$ cat src/logic/tmb_params.svh
// register indices, field positions and reset values of the type b timer
`ifndef TMB_PARAMS_SVH
`define TMB_PARAMS_SVH
`define TMB_IDX_CONTROL_A 6'h00
`define TMB_IDX_CONTROL_B 6'h01
`define TMB_IDX_EVENT_CONTROL 6'h04
`define TMB_IDX_INTEN 6'h05
`define TMB_IDX_FLAGS 6'h06
`define TMB_IDX_STATUS 6'h07
`define TMB_IDX_DBG 6'h08
`define TMB_IDX_TEMP 6'h09
`define TMB_IDX_CNT 6'h0A
`define TMB_IDX_COMPARE_CAPTURE_VALUE 6'h0C
`define TMB_A_ENABLE 0
`define TMB_A_SYNC 4
`define TMB_A_CASCADE 5
`define TMB_A_STBY 6
`define TMB_B_UNSAMPLED_TRIGGER 6
`define TMB_E_CAPTURE_INPUT_ENABLE 0
`define TMB_E_EDGE 4
`define TMB_E_FILTER 6
`define TMB_F_CAPTURE_EVENT 0
`define TMB_F_OVF 1
`define TMB_RST_BYTE 8'h00
`define TMB_RST_WORD 16'h0000
`define TMB_CNT_MAX 16'hFFFF
`define TMB_FILT_LEN 4
`endif

$ cat src/logic/tmb_pkg.sv
// types of the type b timer: clock sources, count modes, state record
package tmb_pkg;
   typedef enum logic [2:0] {
      TMB_CLK_DIV1 = 3'b000,
      TMB_CLK_DIV2 = 3'b001,
      TMB_TIMER_A_CLOCK = 3'b010,
      TMB_CLK_EVT = 3'b111
   } tmb_clk_t;
   typedef enum logic [2:0] {
      TMB_M_INT = 3'b000,
      TMB_M_TIMEOUT = 3'b001,
      TMB_M_CAPTURE_EVENT = 3'b010,
      TMB_M_FRQ = 3'b011,
      TMB_M_PW = 3'b100,
      TMB_M_FRQPW = 3'b101,
      TMB_M_SINGLE = 3'b110,
      TMB_M_PWM8 = 3'b111
   } tmb_mode_t;
   typedef struct packed {
      logic [7:0] ctrl_a;
      logic [7:0] ctrl_b;
      logic [7:0] event_control;
      logic [7:0] inten;
      logic [1:0] flags;
      logic [7:0] dbg;
      logic [7:0] temp;
      logic [15:0] cnt;
      logic [15:0] compare_capture_value;
      logic ack;
      logic [31:0] rdata;
      logic div2;
      logic cnt_evt_prev;
      logic [3:0] hist;
      logic lvl;
      logic rise_d;
      logic fall_d;
      logic ss_run;
      logic capture_event_pulse;
      logic ovf_pulse;
   } tmb_state_t;
endpackage

$ cat src/logic/tmb_core.sv
// type b timer: capture events, noise filter, cascade, timer a sync, registers
//
// Overview of operation
// - one capture event loads the live count into each cascaded timer's capture register.
// - upper timer counts lower overflows; its capture register holds the high half.
// - cascade bit set delays the selected capture event by one clock.
// - filter passes a level only when four consecutive samples agree.
// - enabled filter adds exactly four clocks before the capture register updates.
// - filter samples every system clock, ignoring the count prescaler.
// - timer a clock selection advances the counter on timer a's clock.
// - clock field: 0 div1, 1 div2, 2 timer a, 7 count event edge.
// - sync restart with timer a clock selected clears the counter whenever the associated timer a restarts while the timer is enabled and not halted.
// - sync restart without timer a clock follows the first timer a instance.
// - capture and overflow event pulses, one clock wide, mirror flag setting.
// - event clock selection uses rising edges of the sampled count event.
// - capture input enable lets events act; sender registers each event, delaying it one clock.
// - single-shot unsampled trigger takes the raw input edge, skipping filter stages.
// - overflow flag sets when the counter wraps from maximum to zero.
// - enables sit at flag positions: capture bit 0, overflow bit 1.
// - interrupt request holds while a flag and its enable are both set.
// - standby halts unless standby run is set; power-down always halts.
`timescale 1ns/1ps
`include "tmb_params.svh"
module tmb_core
   import tmb_pkg::*;
(
   input wire logic i_clk_sys,
   input wire logic i_rst,
   input wire logic i_wb_cyc,
   input wire logic i_wb_stb,
   input wire logic i_wb_we,
   input wire logic [7:0] i_wb_adr,
   input wire logic [3:0] i_wb_sel,
   input wire logic [31:0] i_wb_dat,
   output logic [31:0] o_wb_dat,
   output logic o_wb_ack,
   input wire logic i_capture_event_evt,
   input wire logic i_count_evt,
   input wire logic i_tca_clk_en,
   input wire logic i_tca_restart,
   input wire logic i_tca0_restart,
   input wire logic i_sleep_standby,
   input wire logic i_sleep_powerdown,
   input wire logic i_debug_halt,
   output logic o_capture_event_evt,
   output logic o_ovf_evt,
   output logic o_irq
);
   tmb_state_t s_reg;
   tmb_state_t s_next;
   logic req;
   logic wr;
   logic [5:0] idx;
   logic halt;
   logic active;
   logic tick;
   logic all_eq;
   logic lvl_now;
   logic rise;
   logic fall;
   logic rise_use;
   logic fall_use;
   logic capture_event_set;
   logic ovf_set;
   logic restart;
   logic run_bit;
   logic cnt_wr;
   tmb_clk_t csel;
   tmb_mode_t mode;

   // merge a byte-laned write into a register of two bytes
   function automatic logic [15:0] merge(input logic [15:0] old, input logic [31:0] d,
                                         input logic [3:0] sel);
      merge = {sel[1] ? d[15:8] : old[15:8], sel[0] ? d[7:0] : old[7:0]};
   endfunction

   // bus request decode, one-cycle answer
   assign req = i_wb_cyc & i_wb_stb & ~s_reg.ack;
   assign wr = req & i_wb_we;
   assign idx = i_wb_adr[7:2];
   assign csel = tmb_clk_t'(s_reg.ctrl_a[3:1]);
   assign mode = tmb_mode_t'(s_reg.ctrl_b[2:0]);
   assign cnt_wr = wr && idx == `TMB_IDX_CNT;

   // sleep and debug halting
   assign halt = i_sleep_powerdown
      | (i_sleep_standby & ~s_reg.ctrl_a[`TMB_A_STBY])
      | (i_debug_halt & ~s_reg.dbg[0]);
   assign active = s_reg.ctrl_a[`TMB_A_ENABLE] & ~halt;

   // count clock selection
   always_comb begin
      case (csel)
         TMB_CLK_DIV1: tick = active;
         TMB_CLK_DIV2: tick = active & s_reg.div2;
         TMB_TIMER_A_CLOCK: tick = active & i_tca_clk_en;
         TMB_CLK_EVT: tick = active & i_count_evt & ~s_reg.cnt_evt_prev;
         default: tick = 1'b0;
      endcase
   end

   // noise filter and edge detection on the capture input
   assign all_eq = (&s_reg.hist) | ~(|s_reg.hist);
   always_comb begin
      if (mode == TMB_M_SINGLE && s_reg.ctrl_b[`TMB_B_UNSAMPLED_TRIGGER]) begin
         lvl_now = i_capture_event_evt;
      end else if (s_reg.event_control[`TMB_E_FILTER]) begin
         lvl_now = all_eq ? s_reg.hist[3] : s_reg.lvl;
      end else begin
         lvl_now = i_capture_event_evt;
      end
   end
   assign rise = lvl_now & ~s_reg.lvl & s_reg.event_control[`TMB_E_CAPTURE_INPUT_ENABLE];
   assign fall = ~lvl_now & s_reg.lvl & s_reg.event_control[`TMB_E_CAPTURE_INPUT_ENABLE];
   assign rise_use = s_reg.ctrl_a[`TMB_A_CASCADE] ? s_reg.rise_d : rise;
   assign fall_use = s_reg.ctrl_a[`TMB_A_CASCADE] ? s_reg.fall_d : fall;

   // synchronised restart source
   assign restart = active & s_reg.ctrl_a[`TMB_A_SYNC]
      & (csel == TMB_TIMER_A_CLOCK ? i_tca_restart : i_tca0_restart);

   assign run_bit = active & (mode != TMB_M_SINGLE | s_reg.ss_run);

   // next state of the whole block
   always_comb begin
      logic cap_edge;
      logic clr_edge;
      logic cap;
      logic clr;
      logic wrap;
      s_next = s_reg;
      cap_edge = s_reg.event_control[`TMB_E_EDGE] ? fall_use : rise_use;
      clr_edge = s_reg.event_control[`TMB_E_EDGE] ? rise_use : fall_use;
      cap = 1'b0;
      clr = 1'b0;
      wrap = 1'b0;
      capture_event_set = 1'b0;
      ovf_set = 1'b0;
      s_next.ack = req;
      s_next.cnt_evt_prev = i_count_evt;
      s_next.hist = {s_reg.hist[2:0], i_capture_event_evt};
      s_next.lvl = lvl_now;
      s_next.rise_d = rise;
      s_next.fall_d = fall;
      s_next.div2 = active ? ~s_reg.div2 : 1'b0;
      // event actions per count mode
      if (active) begin
         case (mode)
            TMB_M_INT: begin
               if (tick && s_reg.cnt == s_reg.compare_capture_value) begin
                  capture_event_set = 1'b1;
                  clr = 1'b1;
               end
            end
            TMB_M_CAPTURE_EVENT: cap = cap_edge;
            TMB_M_FRQ: begin
               cap = cap_edge;
               clr = cap_edge;
            end
            TMB_M_PW: begin
               cap = cap_edge;
               clr = clr_edge;
            end
            TMB_M_SINGLE: begin
               if (!s_reg.ss_run && (rise || (s_reg.event_control[`TMB_E_EDGE] && fall))) begin
                  s_next.ss_run = 1'b1;
                  clr = 1'b1;
               end else if (s_reg.ss_run && tick && s_reg.cnt == s_reg.compare_capture_value) begin
                  s_next.ss_run = 1'b0;
                  capture_event_set = 1'b1;
               end
            end
            default: cap = 1'b0;
         endcase
      end
      if (cap) begin
         s_next.compare_capture_value = s_reg.cnt;
         capture_event_set = 1'b1;
      end
      // counter update, bus write and restart take priority
      if (tick && (mode != TMB_M_SINGLE || s_reg.ss_run)) begin
         wrap = s_reg.cnt == `TMB_CNT_MAX;
         s_next.cnt = s_reg.cnt + 16'h0001;
      end
      ovf_set = wrap;
      if (clr || restart) begin
         s_next.cnt = `TMB_RST_WORD;
      end
      s_next.capture_event_pulse = capture_event_set;
      s_next.ovf_pulse = ovf_set;
      // register writes
      if (wr) begin
         case (idx)
            `TMB_IDX_CONTROL_A: if (i_wb_sel[0]) s_next.ctrl_a = i_wb_dat[7:0];
            `TMB_IDX_CONTROL_B: if (i_wb_sel[0]) s_next.ctrl_b = i_wb_dat[7:0];
            `TMB_IDX_EVENT_CONTROL: if (i_wb_sel[0]) s_next.event_control = i_wb_dat[7:0];
            `TMB_IDX_INTEN: if (i_wb_sel[0]) s_next.inten = i_wb_dat[7:0];
            `TMB_IDX_FLAGS: if (i_wb_sel[0]) s_next.flags = s_reg.flags & ~i_wb_dat[1:0];
            `TMB_IDX_DBG: if (i_wb_sel[0]) s_next.dbg = i_wb_dat[7:0];
            `TMB_IDX_TEMP: if (i_wb_sel[0]) s_next.temp = i_wb_dat[7:0];
            `TMB_IDX_CNT: s_next.cnt = merge(s_reg.cnt, i_wb_dat, i_wb_sel);
            `TMB_IDX_COMPARE_CAPTURE_VALUE: s_next.compare_capture_value = merge(s_reg.compare_capture_value, i_wb_dat, i_wb_sel);
            default: s_next.ack = req;
         endcase
      end
      // hardware set wins over software clear
      if (capture_event_set) s_next.flags[`TMB_F_CAPTURE_EVENT] = 1'b1;
      if (ovf_set) s_next.flags[`TMB_F_OVF] = 1'b1;
      // read data
      s_next.rdata = 32'h0000_0000;
      case (idx)
         `TMB_IDX_CONTROL_A: s_next.rdata[7:0] = s_reg.ctrl_a;
         `TMB_IDX_CONTROL_B: s_next.rdata[7:0] = s_reg.ctrl_b;
         `TMB_IDX_EVENT_CONTROL: s_next.rdata[7:0] = s_reg.event_control;
         `TMB_IDX_INTEN: s_next.rdata[7:0] = s_reg.inten;
         `TMB_IDX_FLAGS: s_next.rdata[1:0] = s_reg.flags;
         `TMB_IDX_STATUS: s_next.rdata[0] = run_bit;
         `TMB_IDX_DBG: s_next.rdata[7:0] = s_reg.dbg;
         `TMB_IDX_TEMP: s_next.rdata[7:0] = s_reg.temp;
         `TMB_IDX_CNT: s_next.rdata[15:0] = s_reg.cnt;
         `TMB_IDX_COMPARE_CAPTURE_VALUE: s_next.rdata[15:0] = s_reg.compare_capture_value;
         default: s_next.rdata = 32'h0000_0000;
      endcase
      if (!req) s_next.rdata = 32'h0000_0000;
   end

   // state register
   always_ff @(posedge i_clk_sys) begin
      if (i_rst) begin
         s_reg <= '0;
      end else begin
         s_reg <= s_next;
      end
   end

   // outputs
   assign o_wb_ack = s_reg.ack;
   assign o_wb_dat = s_reg.rdata;
   assign o_capture_event_evt = s_reg.capture_event_pulse;
   assign o_ovf_evt = s_reg.ovf_pulse;
   assign o_irq = |(s_reg.flags & s_reg.inten[1:0]);

   // capture in input capture mode, for the cover below
   logic cap_edge_seen;
   assign cap_edge_seen = capture_event_set && mode == TMB_M_CAPTURE_EVENT;
endmodule // tmb_core

$ cat config.mk
export PLATFORM = sky130hd
export DESIGN_NAME = tmb_core
export DESIGN_NICKNAME = d
export VERILOG_FILES = /design/src/logic/tmb_pkg.sv /design/src/logic/tmb_core.sv
export VERILOG_INCLUDE_DIRS = /design/src /design/src/logic
export SDC_FILE = /design/constraint.sdc
export NUM_CORES = 1
export LEC_CHECK = 0
export BUFFER_PORTS_ARGS = -buffer_cell sky130_fd_sc_hd__buf_2
export CAP_MARGIN = 30
export CORE_ASPECT_RATIO = 2
export CORE_MARGIN = 1
export CORE_UTILIZATION = 60
export DETAILED_ROUTE_END_ITERATION = 7
export PLACE_DENSITY = 0.84
export SLEW_MARGIN = 20
export SYNTH_ARGS = -nofsm -noshare
export SYNTH_HDL_FRONTEND = slang
export SYNTH_SLANG_ARGS = --single-unit
$ cat constraint.sdc
create_clock -name i_clk_sys -period 7.8 [get_ports i_clk_sys]
set_clock_uncertainty 0.2 [all_clocks]
set_input_delay 1.56 -clock i_clk_sys [delete_from_list [all_inputs] [get_ports i_clk_sys]]
set_output_delay 1.56 -clock i_clk_sys [all_outputs]
set_load 0.02 [all_outputs]
# Word-level counts from Yosys, hierarchy flattened
# Index checks and enable logic that the tools add are counted.
# classes
add_sub_neg,1
eq_ne,23
mux,43
bitwise,35
reduce_logical,36
# op_table
operator,count
$mux 16,5
$mux 51,1
$mux 8,6
$pmux 6 s8,1
$reduce_and 3->1,9
$eq 6x3->1 const B,4
$eq 6x4->1 const B,4
$mux 1,22
$and 1x1->1,17
$add 16x1->16 const B,1
$eq 16x16->1,1
$eq 16x16->1 const B,1
$pmux 8 s2,1
$ne 3x3->1 const B,5
$reduce_bool 2->1,7
$not 1->1,11
$pmux 1 s10,1
$eq 3x2->1 const B,3
$eq 3x3->1 const B,3
$pmux 1 s9,1
$pmux 1 s4,2
$logic_and 1x1->1,7
$eq 6x1->1 const B,1
$logic_not 3->1,2
other kinds (13),22
# word_totals
ff_bits,127
in_bits,57
out_inout_bits,36
word_cells,162

# Logic depth before layout (Yosys ltp)
# logic_depth
word_depth,20
ltp_mapped,9
ltp_nobuf,6

# Least setup slack after synthesis
# OpenSTA, ideal clock, no wires.
# synth_path
path_type,in2reg
startpoint,input port i_wb_adr[2]
endpoint,register s_reg[64] in the netlist's numbering
arrival_time_ns,3.384
path_slack_ns,4.055
stages,8
cell_sequence,clkbuf_1 or3_1 clkbuf_1 nor3_1 buf_2 nor2_1 a41oi_1 a221oi_1
# synth_via
elab_chain_len,3
elab_cells_between_ends,4
classes_between,2 x eq/ne; 2 x mux
# synth_lines
item,line,rtl
from (decl),tmb_core.sv:32,"input wire logic [7:0] i_wb_adr,"
$eq 6x4->1 (*),tmb_core.sv:193,case (idx)
$mux 16,tmb_core.sv:193,
$mux 51,tmb_core.sv:192,if (wr) begin
to (signal assigned),tmb_core.sv:232,s_reg <= s_next;
to (decl),tmb_core.sv:49,tmb_state_t s_reg;
# Mark *: on every way between the ends. The rest lies on a longest branch, timed or not. The select of a mux whose other input is x is not followed.
# A chain may end at the register's enable or synchronous reset.

# Worst setup path after layout
# layout_path
startpoint,input port i_wb_adr[7]
endpoint,register s_reg[46] in the netlist's numbering
# Same word-level chain as after synthesis.

==> results.md <==
* Switching Power at 0.277 mW
* Unique cell type count in the Yosys netlist at 73
* Initial DRC count at 515
* FILL cells at 872
* Number of global-route vias before repair at 5290
* H-tree levels at 3
* Cells after Synth at 748
* Cell Int Power at between 0.8 and 0.9 mW
* Worst hold path type: reg2reg
* Post-synthesis async set-or-reset flop share at 0%
* Slew headroom at about two fifths
* Synth top cells by count: 111 x dfxtp_1, 81 x nor2_1, 80 x nand2_1
* P&R area growth vs syn at 6.51%
* Post_cts resized at 0
* Peak supply drop at ~160 µV
* DP Worst Slack at 3.49 ns
* Comb pwr share at 6.1%
* Placeable Area at 0.00970 mm²
* Sw frac at around a quarter
* RSZ-0062 raised after global routing: false
* Pwr per Cell Area at ~170 mW/mm²
* Ports at 93
* EDFF count, synth at 0
* Vias/cell at 6.47
* # nets final at 805
* DRC violations left at 0
* Clock root buffer master: clkbuf_16
* Antenna violations before repair at 0
* Row Count at between 50 and 60
* Mux share of post-synthesis cell area at 3.81%
* Routed len/inst at 20.1 µm
* Total track usage at 35.3%
* Worst-Margin Slew at 0.919 ns
* Type of origin of the critical path: primary input
* Largest cells by area after synthesis: dfxtp_1 37%, a21oi_1 5.4%, nor2_1 5.1%
* Clock sinks at 111
* Final ANT Viol Nets at 0
* Min Tclk post-route at 3.98 ns
* Share of cells above drive strength 1 at 15.7%
* Synth Area in XOR/XNOR at under 10%
* Max-cap violation count at 0
* Count leader, synth: dfxtp_1
* Final core utilization at 65.6%
* Vias at 5722
* Compound-Gate Fraction of Synth Area at 22.9%
* Largest net degree at the start of global routing at 70
* Tcrit/Tclk final at approximately half
* Chip Width at 72.6 µm
* Synth Area in Adders at 0.209%
* Hold_buf cts at 0
* Post-Synth Simple-Gate Area at 24.0%
* Critical Path Fanout Max at 19
* Reg area at 0.00222 mm²
* Final Wtd Congestion at 0.978
* Max reg flops at 83
* Required @ worst endpoint at 7.90 ns
* Die Ht at 143 µm
* Max frequency at about 250 MHz
* CP arrival at 4.08 ns
* Setup WS post-layout at 3.82 ns
* Setup CP Type: in2reg
* Clock transition at path regs at 0.08 ns
* R2R depth at 6
* Pre-antenna DRT Iters at 5
* Main combinational cell family by area after synthesis: simple AND/OR/NAND/NOR gates
* Status: finished clean
* DIE AREA at 0.0104 mm²
* Antenna Cells at 0
* GRT overflow at 0
* Cell Area, Synth at 0.00598 mm²
* Sequential power share at 52.3%
* CTS Buf Count at 9
* Clock power share at 41.6%
* Seq cells post-synth at 111
* CP Capture Type: flip-flop
* Syn. warnings at 0
* CTS tree: yes
* Sum of negative setup slack at 0 ns
* First-pass GRT wire length at 27.7 mm
* Count of input and output buffers at 56
* Leak pwr at 2.36 nW
* Sequential share of the synthesized area at a little under two fifths
* Final Hold Fails at 0
* Cell taking the most area after synthesis: dfxtp_1
* Final setup viols at 0
* Main synth FF type: dfxtp_1
* HPWL after detailed placement at 13.1 mm
* Hold depth at 1
* Final WL at 17.8 mm
* Post-Syn Area per Cell at 7.99 µm²
* Final Max Tran Viols at 0
* Post-CTS Setup Inserts at 0
* Clk_lat worst skew at 0.36 ns
* Maximum buffer depth of the clock tree at 2
* Top-area cell type share of the netlist area at 37.2%
* Initial Utilization at 61.6%
* Area of the multi-input gates at 0.00328 mm²
## cells by family after synthesis
| group | count (synthesis) |
|---|---|
| adders and majority gates | 1 |
| and+or+nand+nor | 296 |
| buffers and inverters | 107 |
| AOI/OAI and AO/OA | 191 |
| other | 1 |
| DFF | 111 |
| muxes | 22 |
| xor gates and xnor gates | 19 |
## metrics by stage
step / cells / hold WS, ns / power, mW / instance area (µm²)
after floorplan: 763 / 0.202 / 0.632 / 6030
after global placement: 865 / 0.212 / 0.646 / 6060
after detailed placement: 866 / 0.221 / 0.647 / 6060
after CTS: 882 / 0.232 / 1.09 / 6350
after global routing: 884 / 0.277 / 1.12 / 6360
final: 884 / 0.241 / 1.09 / 6360
## worst max-delay path, cell delays in order
cell and delay [ns]:
buf_2 0.12, or4_1 0.65, nor2_2 0.67, nand2_1 0.34, o21ai_1 0.43, o221a_1 0.31
## placed cells by master, fill, tap and decap left out, types with 5 or more instances in the layout
cell type | Yosys | final
a211oi_1 | 9 | 9
a21oi_1 | 64 | 64
a221oi_1 | 10 | 10
a22o_1 | 9 | 9
a22oi_1 | 22 | 22
a31oi_1 | 11 | 11
buf_2 | 7 | 57
buf_4 | 32 | 10
clkbuf_16 | 0 | 9
conb_1 | 1 | 16
dfxtp_1 | 111 | 111
inv_1 | 13 | 13
mux2_2 | 6 | 6
mux2i_1 | 16 | 16
nand2_1 | 80 | 80
nand2b_1 | 5 | 5
nand3_1 | 58 | 58
nand4_1 | 6 | 6
nor2_1 | 81 | 80
nor2b_1 | 9 | 9
nor3_1 | 13 | 13
nor4_1 | 7 | 7
o21ai_0 | 10 | 10
o221a_1 | 5 | 5
o221a_2 | 11 | 11
o32ai_1 | 6 | 6
xor2_1 | 16 | 16
## worst paths after layout
kind / from / to / slack (ns)
setup / recovery: i_wb_adr[7] / s_reg[46] / 3.82
hold / removal: s_reg[11] / s_reg[11] / 0.24
setup reg to reg: mode[1] / s_reg[59] / 4.61
hold reg to reg: s_reg[11] / s_reg[11] / 0.24
## final cells by class
cell class	count	share of cell area (%)
tap	132	2.59
inverter	13	0.767
sequential	111	34.9
clock inverter	6	0.944
timing repair buffer	67	5.66
clock buffer	10	3.60
multi-input combinational	545	51.5
## per-layer routing
layer,global-route usage [%],vias up,routed length (µm)
met5,0,-,0
met4,26.3,0,1390
met3,5.15,87,896
met2,60.9,258,9230
met1,37.9,2721,6280
li1,-,2656,-
## power groups by stage
stage / Clock (mW) / Sequential, mW / Combinational (mW)
global route: 0.475 / 0.570 / 0.0712
global placement: 0 / 0.583 / 0.0634
floorplan: 0 / 0.582 / 0.0499
finish: 0.452 / 0.569 / 0.0662
CTS: 0.454 / 0.569 / 0.0648
detailed placement: 0 / 0.583 / 0.0646
Note: power is estimated with default switching activity, not from simulation.
